### src/shared/sp_consts.svh
/*
 Offsets, field positions, reset values and timing counts of the serial port.
 Assumes it is included by bare name by the design and bench files.
*/
`ifndef SP_CONSTS_SVH
`define SP_CONSTS_SVH

// -------------------------------------------------
// Register offsets
// -------------------------------------------------
`define SP_OFS_MODE 8'h00
`define SP_OFS_TXBUF 8'h04
`define SP_OFS_RXBUF 8'h08
`define SP_OFS_STAT 8'h0c
`define SP_OFS_CTRL 8'h10
`define SP_OFS_RATE 8'h14

// -------------------------------------------------
// Reset values
// -------------------------------------------------
`define SP_RST_MODE 8'h00
`define SP_RST_TXBUF 8'hff
`define SP_RST_RXBUF 8'h00
`define SP_RST_RATE 8'h00

// -------------------------------------------------
// Field positions
// -------------------------------------------------
`define SP_ST_TXE 7
`define SP_ST_RXF 6
`define SP_ST_OVR 5
`define SP_ST_FER 4
`define SP_ST_PER 3
`define SP_ST_MPB 1
`define SP_CT_TXEN 5
`define SP_CT_RXEN 4
`define SP_CT_MPBT 0

// -------------------------------------------------
// Timing
// -------------------------------------------------
`define SP_OVERSAMPLE 16
`endif

### src/shared/sp_pkg.sv
/*
 Types of the serial port: frame mode layout and receiver states.
 Assumes nothing beyond a SystemVerilog compiler.
*/
package sp_pkg;
    typedef struct packed {
        logic commSync;
        logic charLen;
        logic parityOn;
        logic oddParity;
        logic stopTwo;
        logic multiprocFormatSel;
        logic [1:0] baudPrescaleSel;
    } sp_mode_s;

    typedef enum logic [2:0] {
        RX_IDLE = 3'b000,
        RX_START = 3'b001,
        RX_DATA = 3'b010,
        RX_EXTRA = 3'b011,
        RX_STOP = 3'b100
    } sp_rx_state_e;
endpackage

### src/rtl/sp_serial_port.sv
/*
 Serial port data path and frame format, behind an AHB-Lite slave.
 Assumes a single AHB-Lite master, ref_clk at 20 MHz, pins synchronous to it.
*/
// The AHB-Lite slave port and the register addresses were left to the implementer.
`timescale 1ns/1ps
`include "sp_consts.svh"
module sp_serial_port #(
    parameter int OVS = `SP_OVERSAMPLE
) (
    input wire logic ref_clk,
    input wire logic resetn,
    input wire logic standby,
    input wire logic hsel,
    input wire logic [31:0] haddr,
    input wire logic [1:0] htrans,
    input wire logic hwrite,
    input wire logic [2:0] hsize,
    input wire logic [31:0] hwdata,
    input wire logic hready,
    output logic hreadyout,
    output logic hresp,
    output logic [31:0] hrdata,
    input wire logic rxd,
    output logic txd,
    output logic serClk
);
    // -------------------------------------------------
    // Parameter check
    // -------------------------------------------------
    if (OVS < 4 || OVS > 16)
    begin : g_bad_ovs
        $error("OVS must lie between 4 and 16");
    end

    localparam logic [3:0] PH_LAST = 4'(OVS - 1);
    localparam logic [3:0] PH_MID = 4'(OVS / 2 - 1);
    localparam logic [3:0] PH_HALF = 4'(OVS / 2);

    // -------------------------------------------------
    // Functions
    // -------------------------------------------------
    function automatic logic [5:0] preLimit(input logic [1:0] sel);
        unique case (sel)
            2'b00: preLimit = 6'h00;
            2'b01: preLimit = 6'h03;
            2'b10: preLimit = 6'h0f;
            2'b11: preLimit = 6'h3f;
        endcase
    endfunction

    // Frame image, LSB leaves first; unused upper bits stay at idle level
    function automatic logic [15:0] buildFrame(input sp_pkg::sp_mode_s m,
                                               input logic [7:0] d,
                                               input logic mpb);
        logic [11:0] f;
        logic [3:0] n;
        logic [3:0] len;
        logic x;
        logic ext;
        f = 12'hfff;
        len = m.charLen ? 4'h7 : 4'h8;
        ext = m.multiprocFormatSel | m.parityOn;
        x = m.multiprocFormatSel ? mpb : (^(d & {~m.charLen, 7'h7f})) ^ m.oddParity;
        if (m.commSync)
        begin
            f = {4'hf, d};
            n = 4'h8;
        end
        else
        begin
            f[0] = 1'b0;
            for (int i = 0; i < 8; i++)
            begin
                if (4'(i) < len)
                    f[i + 1] = d[i];
            end
            if (ext)
                f[len + 4'h1] = x;
            n = 4'h2 + len + {3'h0, ext} + {3'h0, m.stopTwo};
        end
        buildFrame = {n, f};
    endfunction

    // -------------------------------------------------
    // Registers and state
    // -------------------------------------------------
    sp_pkg::sp_mode_s mode;
    sp_pkg::sp_rx_state_e rxState;
    logic [7:0] txBuf, rxBuf, rate;
    logic txEmpty, rxFull, overrun, frameErr, parityErr, rxMpb;
    logic txEn, rxEn, txMpb;
    logic apValid, apWrite, rdWait;
    logic [7:0] apAddr;
    logic [5:0] preCnt;
    logic [7:0] rateCnt;
    logic osTick;
    logic [11:0] txShift;
    logic [3:0] txLeft, txPhase;
    logic [3:0] rxPhase, rxIdx;
    logic [7:0] rxShift, rxWord;
    logic rxPar, rxDone, rxStopBad, rxParBad, rxMpbIn;

    wire isSync = mode.commSync;
    wire sevenBit = !isSync && mode.charLen;
    wire useMp = !isSync && mode.multiprocFormatSel;
    wire usePar = !isSync && mode.parityOn && !mode.multiprocFormatSel;
    wire [3:0] dataLen = sevenBit ? 4'h7 : 4'h8;
    wire txBusy = txLeft != 4'h0;
    wire txLoad = !txBusy && txEn && !txEmpty;
    wire txBitEnd = osTick && txBusy && txPhase == PH_LAST;
    wire sp_pkg::sp_mode_s effMode = '{commSync: isSync, charLen: sevenBit,
        parityOn: usePar, oddParity: mode.oddParity, stopTwo: mode.stopTwo & ~isSync,
        multiprocFormatSel: useMp, baudPrescaleSel: mode.baudPrescaleSel};

    // -------------------------------------------------
    // AHB-Lite slave
    // -------------------------------------------------
    wire take = hsel && htrans[1] && hready;
    wire wrStb = apValid && apWrite;
    wire rdStb = apValid && !apWrite;
    wire wrStat = wrStb && apAddr == `SP_OFS_STAT;

    // Reads take one wait state so the answer comes from a flop
    assign hreadyout = !(rdStb && !rdWait);
    assign hresp = 1'b0;

    always_ff @(posedge ref_clk or negedge resetn)
    begin
        if (!resetn)
        begin
            apValid <= 1'b0;
            apWrite <= 1'b0;
            apAddr <= 8'h00;
        end
        else if (hready)
        begin
            apValid <= take;
            if (take)
            begin
                apAddr <= {haddr[7:2], 2'b00};
                apWrite <= hwrite;
            end
        end
    end

    // Shifters are never decoded, so software cannot reach them
    always_ff @(posedge ref_clk or negedge resetn)
    begin
        if (!resetn)
        begin
            rdWait <= 1'b0;
            hrdata <= 32'h0000_0000;
        end
        else
        begin
            rdWait <= rdStb && !rdWait;
            if (rdStb && !rdWait)
            begin
                unique case (apAddr)
                    `SP_OFS_MODE: hrdata <= {24'h0, mode};
                    `SP_OFS_TXBUF: hrdata <= {24'h0, txBuf};
                    `SP_OFS_RXBUF: hrdata <= {24'h0, rxBuf};
                    `SP_OFS_STAT: hrdata <= {24'h0, txEmpty, rxFull, overrun,
                                             frameErr, parityErr, 1'b0, rxMpb, 1'b0};
                    `SP_OFS_CTRL: hrdata <= {24'h0, 2'b00, txEn, rxEn, 3'b000, txMpb};
                    `SP_OFS_RATE: hrdata <= {24'h0, rate};
                    default: hrdata <= 32'h0000_0000;
                endcase
            end
        end
    end

    // -------------------------------------------------
    // Software registers
    // -------------------------------------------------
    always_ff @(posedge ref_clk or negedge resetn)
    begin
        if (!resetn)
        begin
            mode <= `SP_RST_MODE;
            txBuf <= `SP_RST_TXBUF;
            rate <= `SP_RST_RATE;
            txEn <= 1'b0;
            rxEn <= 1'b0;
            txMpb <= 1'b0;
        end
        else if (standby)
        begin
            mode <= `SP_RST_MODE;
            txBuf <= `SP_RST_TXBUF;
            rate <= `SP_RST_RATE;
            txEn <= 1'b0;
            rxEn <= 1'b0;
            txMpb <= 1'b0;
        end
        else if (wrStb)
        begin
            if (apAddr == `SP_OFS_MODE)
                mode <= hwdata[7:0];
            if (apAddr == `SP_OFS_TXBUF)
                txBuf <= hwdata[7:0];
            if (apAddr == `SP_OFS_RATE)
                rate <= hwdata[7:0];
            if (apAddr == `SP_OFS_CTRL)
            begin
                txEn <= hwdata[`SP_CT_TXEN];
                rxEn <= hwdata[`SP_CT_RXEN];
                txMpb <= hwdata[`SP_CT_MPBT];
            end
        end
    end

    // -------------------------------------------------
    // Flags: hardware set wins over a software clear
    // -------------------------------------------------
    always_ff @(posedge ref_clk or negedge resetn)
    begin
        if (!resetn)
            txEmpty <= 1'b1;
        else if (standby || !txEn || txLoad)
            txEmpty <= 1'b1;
        else if (wrStat && !hwdata[`SP_ST_TXE])
            txEmpty <= 1'b0;
    end

    always_ff @(posedge ref_clk or negedge resetn)
    begin
        if (!resetn)
        begin
            rxBuf <= `SP_RST_RXBUF;
            rxFull <= 1'b0;
            overrun <= 1'b0;
            frameErr <= 1'b0;
            parityErr <= 1'b0;
            rxMpb <= 1'b0;
        end
        else if (standby)
        begin
            rxBuf <= `SP_RST_RXBUF;
            rxFull <= 1'b0;
            overrun <= 1'b0;
            frameErr <= 1'b0;
            parityErr <= 1'b0;
            rxMpb <= 1'b0;
        end
        else
        begin
            if (wrStat && !hwdata[`SP_ST_RXF])
                rxFull <= 1'b0;
            if (wrStat && !hwdata[`SP_ST_OVR])
                overrun <= 1'b0;
            if (wrStat && !hwdata[`SP_ST_FER])
                frameErr <= 1'b0;
            if (wrStat && !hwdata[`SP_ST_PER])
                parityErr <= 1'b0;
            // Unread data is kept; the new character is lost as overrun
            if (rxDone && rxFull)
                overrun <= 1'b1;
            else if (rxDone)
            begin
                rxBuf <= rxWord;
                rxFull <= 1'b1;
                rxMpb <= rxMpbIn;
                if (rxStopBad)
                    frameErr <= 1'b1;
                if (rxParBad)
                    parityErr <= 1'b1;
            end
        end
    end

    // -------------------------------------------------
    // Prescaler and bit-rate divider
    // -------------------------------------------------
    wire preTick = preCnt >= preLimit(mode.baudPrescaleSel);

    always_ff @(posedge ref_clk or negedge resetn)
    begin
        if (!resetn)
        begin
            preCnt <= 6'h00;
            rateCnt <= 8'h00;
            osTick <= 1'b0;
        end
        else
        begin
            preCnt <= preTick ? 6'h00 : preCnt + 6'h01;
            osTick <= preTick && rateCnt >= rate;
            if (preTick)
                rateCnt <= (rateCnt >= rate) ? 8'h00 : rateCnt + 8'h01;
        end
    end

    // -------------------------------------------------
    // Transmitter
    // -------------------------------------------------
    always_ff @(posedge ref_clk or negedge resetn)
    begin
        if (!resetn)
        begin
            txShift <= 12'hfff;
            txLeft <= 4'h0;
            txPhase <= 4'h0;
        end
        else if (standby)
        begin
            txShift <= 12'hfff;
            txLeft <= 4'h0;
            txPhase <= 4'h0;
        end
        else if (txLoad)
        begin
            {txLeft, txShift} <= buildFrame(effMode, txBuf, txMpb);
            txPhase <= 4'h0;
        end
        else if (osTick && txBusy)
        begin
            txPhase <= (txPhase == PH_LAST) ? 4'h0 : txPhase + 4'h1;
            if (txPhase == PH_LAST)
            begin
                txShift <= {1'b1, txShift[11:1]};
                txLeft <= txLeft - 4'h1;
            end
        end
    end

    assign txd = txShift[0];

    // Clock is low in the first half of each synchronous bit
    always_ff @(posedge ref_clk or negedge resetn)
    begin
        if (!resetn)
            serClk <= 1'b1;
        else
            serClk <= !(isSync && txBusy && txPhase < PH_HALF);
    end

    // -------------------------------------------------
    // Receiver
    // -------------------------------------------------
    always_ff @(posedge ref_clk or negedge resetn)
    begin
        if (!resetn)
        begin
            rxState <= sp_pkg::RX_IDLE;
            rxPhase <= 4'h0;
            rxIdx <= 4'h0;
            rxShift <= 8'h00;
            rxPar <= 1'b0;
            rxDone <= 1'b0;
            rxWord <= 8'h00;
            rxStopBad <= 1'b0;
            rxParBad <= 1'b0;
            rxMpbIn <= 1'b0;
        end
        else if (standby)
        begin
            rxState <= sp_pkg::RX_IDLE;
            rxPhase <= 4'h0;
            rxIdx <= 4'h0;
            rxDone <= 1'b0;
        end
        else
        begin
            rxDone <= 1'b0;
            // Synchronous receive samples at the end of each bit, while the clock is still high
            if (isSync && rxState == sp_pkg::RX_IDLE)
            begin
                if (rxEn && txBitEnd)
                begin
                    rxShift <= {rxd, rxShift[7:1]};
                    rxIdx <= (rxIdx == 4'h7) ? 4'h0 : rxIdx + 4'h1;
                    if (rxIdx == 4'h7)
                    begin
                        rxDone <= 1'b1;
                        rxWord <= {rxd, rxShift[7:1]};
                        rxStopBad <= 1'b0;
                        rxParBad <= 1'b0;
                        rxMpbIn <= 1'b0;
                    end
                end
            end
            else if (osTick)
            begin
                unique case (rxState)
                    sp_pkg::RX_IDLE:
                        if (rxEn && !rxd)
                        begin
                            rxState <= sp_pkg::RX_START;
                            rxPhase <= 4'h0;
                        end
                    sp_pkg::RX_START:
                        if (rxPhase == PH_MID)
                        begin
                            rxState <= rxd ? sp_pkg::RX_IDLE : sp_pkg::RX_DATA;
                            rxPhase <= 4'h0;
                            rxIdx <= 4'h0;
                        end
                        else
                            rxPhase <= rxPhase + 4'h1;
                    sp_pkg::RX_DATA:
                        if (rxPhase == PH_LAST)
                        begin
                            rxPhase <= 4'h0;
                            rxShift <= {rxd, rxShift[7:1]};
                            rxIdx <= rxIdx + 4'h1;
                            if (rxIdx == dataLen - 4'h1)
                                rxState <= (usePar || useMp) ? sp_pkg::RX_EXTRA
                                                             : sp_pkg::RX_STOP;
                        end
                        else
                            rxPhase <= rxPhase + 4'h1;
                    sp_pkg::RX_EXTRA:
                        if (rxPhase == PH_LAST)
                        begin
                            rxPhase <= 4'h0;
                            rxPar <= rxd;
                            rxState <= sp_pkg::RX_STOP;
                        end
                        else
                            rxPhase <= rxPhase + 4'h1;
                    sp_pkg::RX_STOP:
                        if (rxPhase == PH_LAST)
                        begin
                            // Only this stop bit is judged; idle hunts next start
                            rxState <= sp_pkg::RX_IDLE;
                            rxPhase <= 4'h0;
                            rxDone <= 1'b1;
                            rxWord <= sevenBit ? {1'b0, rxShift[7:1]} : rxShift;
                            rxStopBad <= !rxd;
                            // Seven-bit frames leave a stale bit at position 0
                            rxParBad <= usePar && ((^rxShift[7:1]) ^ (rxShift[0] & !sevenBit)
                                ^ rxPar) != mode.oddParity;
                            rxMpbIn <= useMp && rxPar;
                        end
                        else
                            rxPhase <= rxPhase + 4'h1;
                    default:
                        rxState <= sp_pkg::RX_IDLE;
                endcase
            end
        end
    end
endmodule

### config.mk
export PLATFORM = sky130hd
export DESIGN_NAME = sp_serial_port
export DESIGN_NICKNAME = d
export VERILOG_FILES = /design/src/shared/sp_pkg.sv /design/src/rtl/sp_serial_port.sv
export VERILOG_INCLUDE_DIRS = /design/src /design/src/shared
export SDC_FILE = /design/constraint.sdc
export NUM_CORES = 1
export LEC_CHECK = 0
export BUFFER_PORTS_ARGS = -buffer_cell sky130_fd_sc_hd__buf_2
export CAP_MARGIN = 20
export CORE_MARGIN = 2
export CORE_UTILIZATION = 50
export CTS_BUF_LIST = sky130_fd_sc_hd__clkbuf_4 sky130_fd_sc_hd__clkbuf_8
export CTS_CLUSTER_DIAMETER = 60
export CTS_CLUSTER_SIZE = 12
export DETAILED_ROUTE_END_ITERATION = 10
export GPL_TIMING_DRIVEN = 0
export PLACE_DENSITY = 0.72
export SETUP_SLACK_MARGIN = 0.02
export SYNTH_ARGS = -nofsm -noshare
export SYNTH_HDL_FRONTEND = slang
export SYNTH_SLANG_ARGS = --single-unit
### constraint.sdc
create_clock -name ref_clk -period 4.71 [get_ports ref_clk]
set_input_delay 0.2355 -clock ref_clk [delete_from_list [all_inputs] [get_ports ref_clk]]
set_output_delay 0.2355 -clock ref_clk [all_outputs]
set_load 0.05 [all_outputs]
After elaboration in Yosys (flattened, before gate mapping) --
Index checks and enable logic that the tools add are counted.
Storage, ports and cells: register bits 150, input bits 76, output and inout bits 36, logic and storage cells 352
Cells by class: add/subtract/negate cells 11, order comparisons 13, equality and inequality tests 31, multiplexer cells 159, bitwise logic cells 11, reduce and logical (&&, ||, !) cells 86
Operators with widths (count):
- 8-bit two-way mux | 25
- 4-bit two-way mux | 23
- 1-bit two-way mux | 86
- 12-bit two-way mux | 6
- 8-bit one-hot mux with 6 select lines | 1
- 3-bit two-way mux | 10
- 1-bit logical AND | 29
- 6-bit one-hot mux with 4 select lines | 1
- 2-bit nonzero test | 12
- 4-bit by 1-bit adder with 4-bit output, second input constant | 4
- 1-bit logical NOT | 16
- 3-bit by 4-bit less-than comparator with 1-bit output, first input constant | 4
- 3-bit != test, second input constant | 5
- 3-bit one-hot mux with 5 select lines | 1
- 5-bit AND reduction | 3
- 2-bit AND reduction | 7
- 12-bit bitwise mux | 1
- 6-bit by 2-bit == test with 1-bit output, second input constant | 2
- 6-bit by 3-bit == test with 1-bit output, second input constant | 2
- 4-bit one-hot mux with 3 select lines | 1
- 3-bit nonzero test | 4
- 4-bit nonzero test | 3
- 4-bit by 1-bit adder with 4-bit output | 2
- 8-bit by 1-bit adder with 8-bit output, second input constant | 1
- other kinds (43) | 62

Depth between registers and ports, before layout --
depth in word-level cells 13, gate-level depth with buffers 9, mapped depth without buffers 8

Worst setup path before layout --
Ideal clock, no wire load.
kind reg2reg, start point register mode, in the netlist effMode[1], end point register rateCnt[2], library setup time 126 ps, data arrival time 2026 ps, slack 2558 ps, cell stages (with the launch flop) 8, path buffers 1, clock period less this slack 2152 ps, cell sequence dfrtp_1 > or2_2 > ha_1 > nor3b_1 > o21ai_1 > nand2_1 > buf_2 > a221o_1
Between the ends: word-level cells in the longest chain between the ends 3, elaborated cells on any way between the ends 6, those cells by class order compare (1); eq/ne (3); mux (1); reduce/logical (1)
Ends and longest elaborated chain:
- start: declaration | line sp_serial_port.sv:88 | sp_pkg::sp_mode_s mode;
- start signal: assignment | line sp_serial_port.sv:181 | mode <= `SP_RST_MODE;
- start signal: assignment | line sp_serial_port.sv:190 | mode <= `SP_RST_MODE;
- start signal: assignment | line sp_serial_port.sv:200 | mode <= hwdata[7:0];
- 2-bit == test, or another cell as far along | line sp_serial_port.sv:44 | unique case (sel)
- 6-bit one-hot mux with 4 select lines (*) | line sp_serial_port.sv:44
- 6-bit >= comparator (*) | line sp_serial_port.sv:276 | wire preTick = preCnt >= preLimit(mode.baudPrescaleSel);
- end signal: assignment | line sp_serial_port.sv:291 | rateCnt <= (rateCnt >= rate) ? 8'h00 : rateCnt + 8'h01;
- end: declaration | line sp_serial_port.sv:96 | logic [7:0] rateCnt;
Mark *: on every way between the ends. The rest lies on a longest branch, timed or not. A chain may end at the register's enable or synchronous reset.

Worst setup path in the final report --
start point register mode, in the netlist effMode[1], end point register rateCnt[4]
The elaborated chain is that of the path after synthesis.

==> parameters.txt <==
Parameter                              Value

Die
  Total Die Area ... 14960 um2
  IO Count ... 112
  Row count ... 43
  Core outline area ... 13770 um2
  Die boundary height ... 122.3 um
  Initial Util ... 50.83%
  Die W ... 122.3 um

Pwr
  Power spent charging and discharging nets ... 0.7696 mW
  Max rail drop VDD ... 0.2150 mV
  Total chip power ... 2.476 mW
  Leakage component of the power ... 3.614 nW
  Combinational power share ... 16.4%
  Clock network power share ... 37.3%
  Sequential share of power ... 46.3%
  Int Pwr ... 1.707 mW
  Sw Ratio ... 31.08%
  Power density of the placed cells ... 310.6 nW/um2

Logic synthesis
  Post-Syn Area ... 7000 um2
  Synthesized netlist cell count ... 698
  Async set or reset register ratio after synthesis ... 100.0%
  Number of synthesized register bits ... 124
  Cell variety after synth ... 76
  Count of warnings emitted by yosys ... 0
  Mean area per synthesized cell ... 10.03 um2
  Dominant register cell in the synthesized netlist ... sky130_fd_sc_hd__dfrtp_1
  Count of flip-flops with a built-in enable after synthesis ... 0
  Fraction of the yosys area taken by sequential cells ... 44.68%

Drt
  Iter 0 DRT Violations ... 410
  Total via count in the routed design ... 5445
  Final wirelength ... 16.46 mm
  Remaining DRCs ... 0
  First-pass DRT Iterations ... 5
  Routed wire length per instance ... 16.90 um
  Antenna viol nets, final ... 0
  Via count normalized by instance count ... 5.590

Critical path
  Reg2Reg Depth ... 8
  Largest fanout of any net on the critical path ... 10
  Sort of element at the end of the critical path ... register
  Worst reg-to-reg setup slack ... 2.15 ns
  RR Endpoint ... rateCnt[4]
  RR Startpoint ... effMode[1]
  Critical Path AT ... 2.90 ns
  CP Data Required Time ... 5.05 ns
  Type of origin of the critical path ... register
  Startpoint-to-endpoint class of the critical path ... register to register

Clocking
  Clock-pin slew of the registers on the worst-case setup and hold paths ... 0.07 ns
  Maximum clock insertion buffer count ... 2
  Cts bufs inserted ... 17
  Clock tree from TritonCTS ... done
  Later-pin clock latency in the skew report ... 0.46 ns
  Post-CTS Resized ... 0
  Clk sinks ... 124
  Clock root cell ... sky130_fd_sc_hd__clkbuf_8
  CTS HTree Levels ... 4

Worst hold path
  Number of instances on the worst hold path ... 2
  Worst min-delay path category ... input pin to register
  Origin of the worst min-delay path ... haddr[4]
  Endpoint of the worst hold-timing path ... apAddr[4]

Finish
  Area growth from synthesis to layout ... 13.91%
  Most common library cell in the layout ignoring fill and taps ... sky130_fd_sc_hd__dfrtp_1
  Fraction of layout instances using a drive strength above 1 ... 19.90%
  Antenna diode instance count ... 0
  Most used cells in the layout excluding fill and tap cells ... sky130_fd_sc_hd__dfrtp_1 (104), sky130_fd_sc_hd__nand2_1 (83), sky130_fd_sc_hd__nor2_1 (55)
  Final core area utilization ... 57.89%
  Final-stage net count ... 881

STA
  Final slew viol count ... 0
  Final hold slack ... 0.02656 ns
  Period utilisation layout ... 54.42%
  Transition time at the pin with the least slew margin ... 0.7320 ns
  Final Setup Violations ... 0
  Worst-case clock skew ... 0.01019 ns
  Maximum clock frequency ... 390.2 MHz
  Unrepaired setup endpoints after global routing ... false
  Minimum clock period after layout ... 2.563 ns
  Hold Violations, Final ... 0
  Post-route setup TNS ... 0 ns
  Remaining max-slew budget at the tightest pin ... 50.82%

GRT
  Number of antenna violations at the first check in global routing ... 0
  Pin count of the biggest net entering global routing ... 72
  Number of global-route vias before repair ... 5202
  Wire length of the first global-routing pass ... 26.92 mm
  Total congestion overflow ... 0
  Total routing usage reported by global routing ... 23.22%

Run status
  Outcome ... finished clean

Flow run
  Max capacitance violation total ... 0

Placed design
  Hpwl dp ... 11.85 mm
  I/O Buffers ... 32
  Final GP Congestion ... 0.9307
-- synth_stat cells, types with 8 or more instances --
master	instances	area, um2
sky130_fd_sc_hd__nand3_1	27	135.1
sky130_fd_sc_hd__dfrtp_1	104	2603
sky130_fd_sc_hd__o21ai_0	14	70.07
sky130_fd_sc_hd__ha_1	22	275.3
sky130_fd_sc_hd__o21ai_1	20	100.1
sky130_fd_sc_hd__nor2_1	55	206.5
sky130_fd_sc_hd__and3_1	13	81.33
sky130_fd_sc_hd__inv_1	20	75.07
sky130_fd_sc_hd__buf_2	11	55.05
sky130_fd_sc_hd__a21o_1	9	67.56
sky130_fd_sc_hd__a211o_1	9	78.83
sky130_fd_sc_hd__mux2i_1	42	420.4
sky130_fd_sc_hd__a21oi_1	40	200.2
sky130_fd_sc_hd__clkbuf_1	14	52.55
sky130_fd_sc_hd__xnor2_1	17	148.9
sky130_fd_sc_hd__mux2_2	8	90.09
sky130_fd_sc_hd__nand2_1	83	311.6
sky130_fd_sc_hd__dfstp_2	20	525.5
sky130_fd_sc_hd__mux2_4	8	120.1
sky130_fd_sc_hd__buf_4	27	202.7
sky130_fd_sc_hd__nand2b_1	10	62.56
-- area by class of cell --
class	count	area [um2]
sequential	124	3128
tap	180	225.2
clock inverter	13	142.6
timing repair buffer	41	274.0
fill	1171	5799
buffer	56	325.3
clock buffer	18	241.5
multi-input combinational	520	3555
inverter	22	82.58
-- what timing repair did --
action | in CTS | in global routing
hold buffers | 8 | 0
buffers inserted | 0 | 0
hold endpoints to repair | 51 | 0
-- cells by family after synthesis --
kind of cell / Yosys count / share of synthesized area, %
AOI/OAI and AO/OA: 139 / 13.23
xor gates and xnor gates: 24 / 3.396
adders and majority gates: 23 / 4.218
buffers and inverters: 78 / 5.826
DFF: 124 / 44.68
muxes: 66 / 11.26
other: 1 / 0.05357
and+or+nand+nor: 243 / 17.34
-- state kept, by name (all words and copies together) (netlist names), 6 cells and up --
| register | count |
|---|---|
| txBuf | 8 |
| rxShift | 8 |
| apAddr | 6 |
| preCnt | 6 |
| txShift | 10 |
| rate | 8 |
| rxBuf | 8 |
| rxWord | 8 |
| rateCnt | 8 |
| hrdata | 8 |
-- power by group through the flow --
stage | logic, mW | clock network [mW] | registers, mW
after floorplan | 0.195 | 0 | 1.26
after global placement | 0.393 | 0 | 1.16
after detailed placement | 0.400 | 0 | 1.17
after CTS | 0.406 | 0.941 | 1.15
after global routing | 0.437 | 0.985 | 1.15
final | 0.406 | 0.924 | 1.15
-- per-layer routing --
metal  GRT usage (%)  up-vias  share of wire [%]
li1                -     2612                  -
met1           31.49     2619                 43
met2           37.40      187                 49
met3           5.344       27                6.0
met4           6.753        0                1.6
met5               0        -                  0
-- metrics by stage --
step / worst slack (ns) / area, um2 / std cells
after global placement: 1.868 / 7476 / 934
after CTS: 2.180 / 7974 / 974
final: 2.147 / 7974 / 974
after global routing: 1.988 / 7974 / 974
after floorplan: 2.558 / 7091 / 722
after detailed placement: 2.192 / 7510 / 935
-- worst max-delay path: stages, from the launching register on --
cell and delay, ns:
sky130_fd_sc_hd__dfrtp_1 0.43, sky130_fd_sc_hd__or2_2 0.32, sky130_fd_sc_hd__inv_1 0.06, sky130_fd_sc_hd__ha_1 0.16, sky130_fd_sc_hd__o211ai_1 0.11, sky130_fd_sc_hd__o21ai_1 0.47, sky130_fd_sc_hd__nand2_1 0.26, sky130_fd_sc_hd__buf_2 0.27
sky130_fd_sc_hd__a221o_1 0.37
-- worst max-delay path by stage --
stage | to | startpoint
4_1_cts | rateCnt[4] | effMode[1]
3_3_place_gp | rxShift[1] | resetn
6_report | rateCnt[4] | effMode[1]
2_1_floorplan | rateCnt[2] | effMode[1]
5_1_grt | rateCnt[5] | effMode[1]
3_5_place_dp | rateCnt[4] | effMode[1]
(Power assumes the default switching activity.)
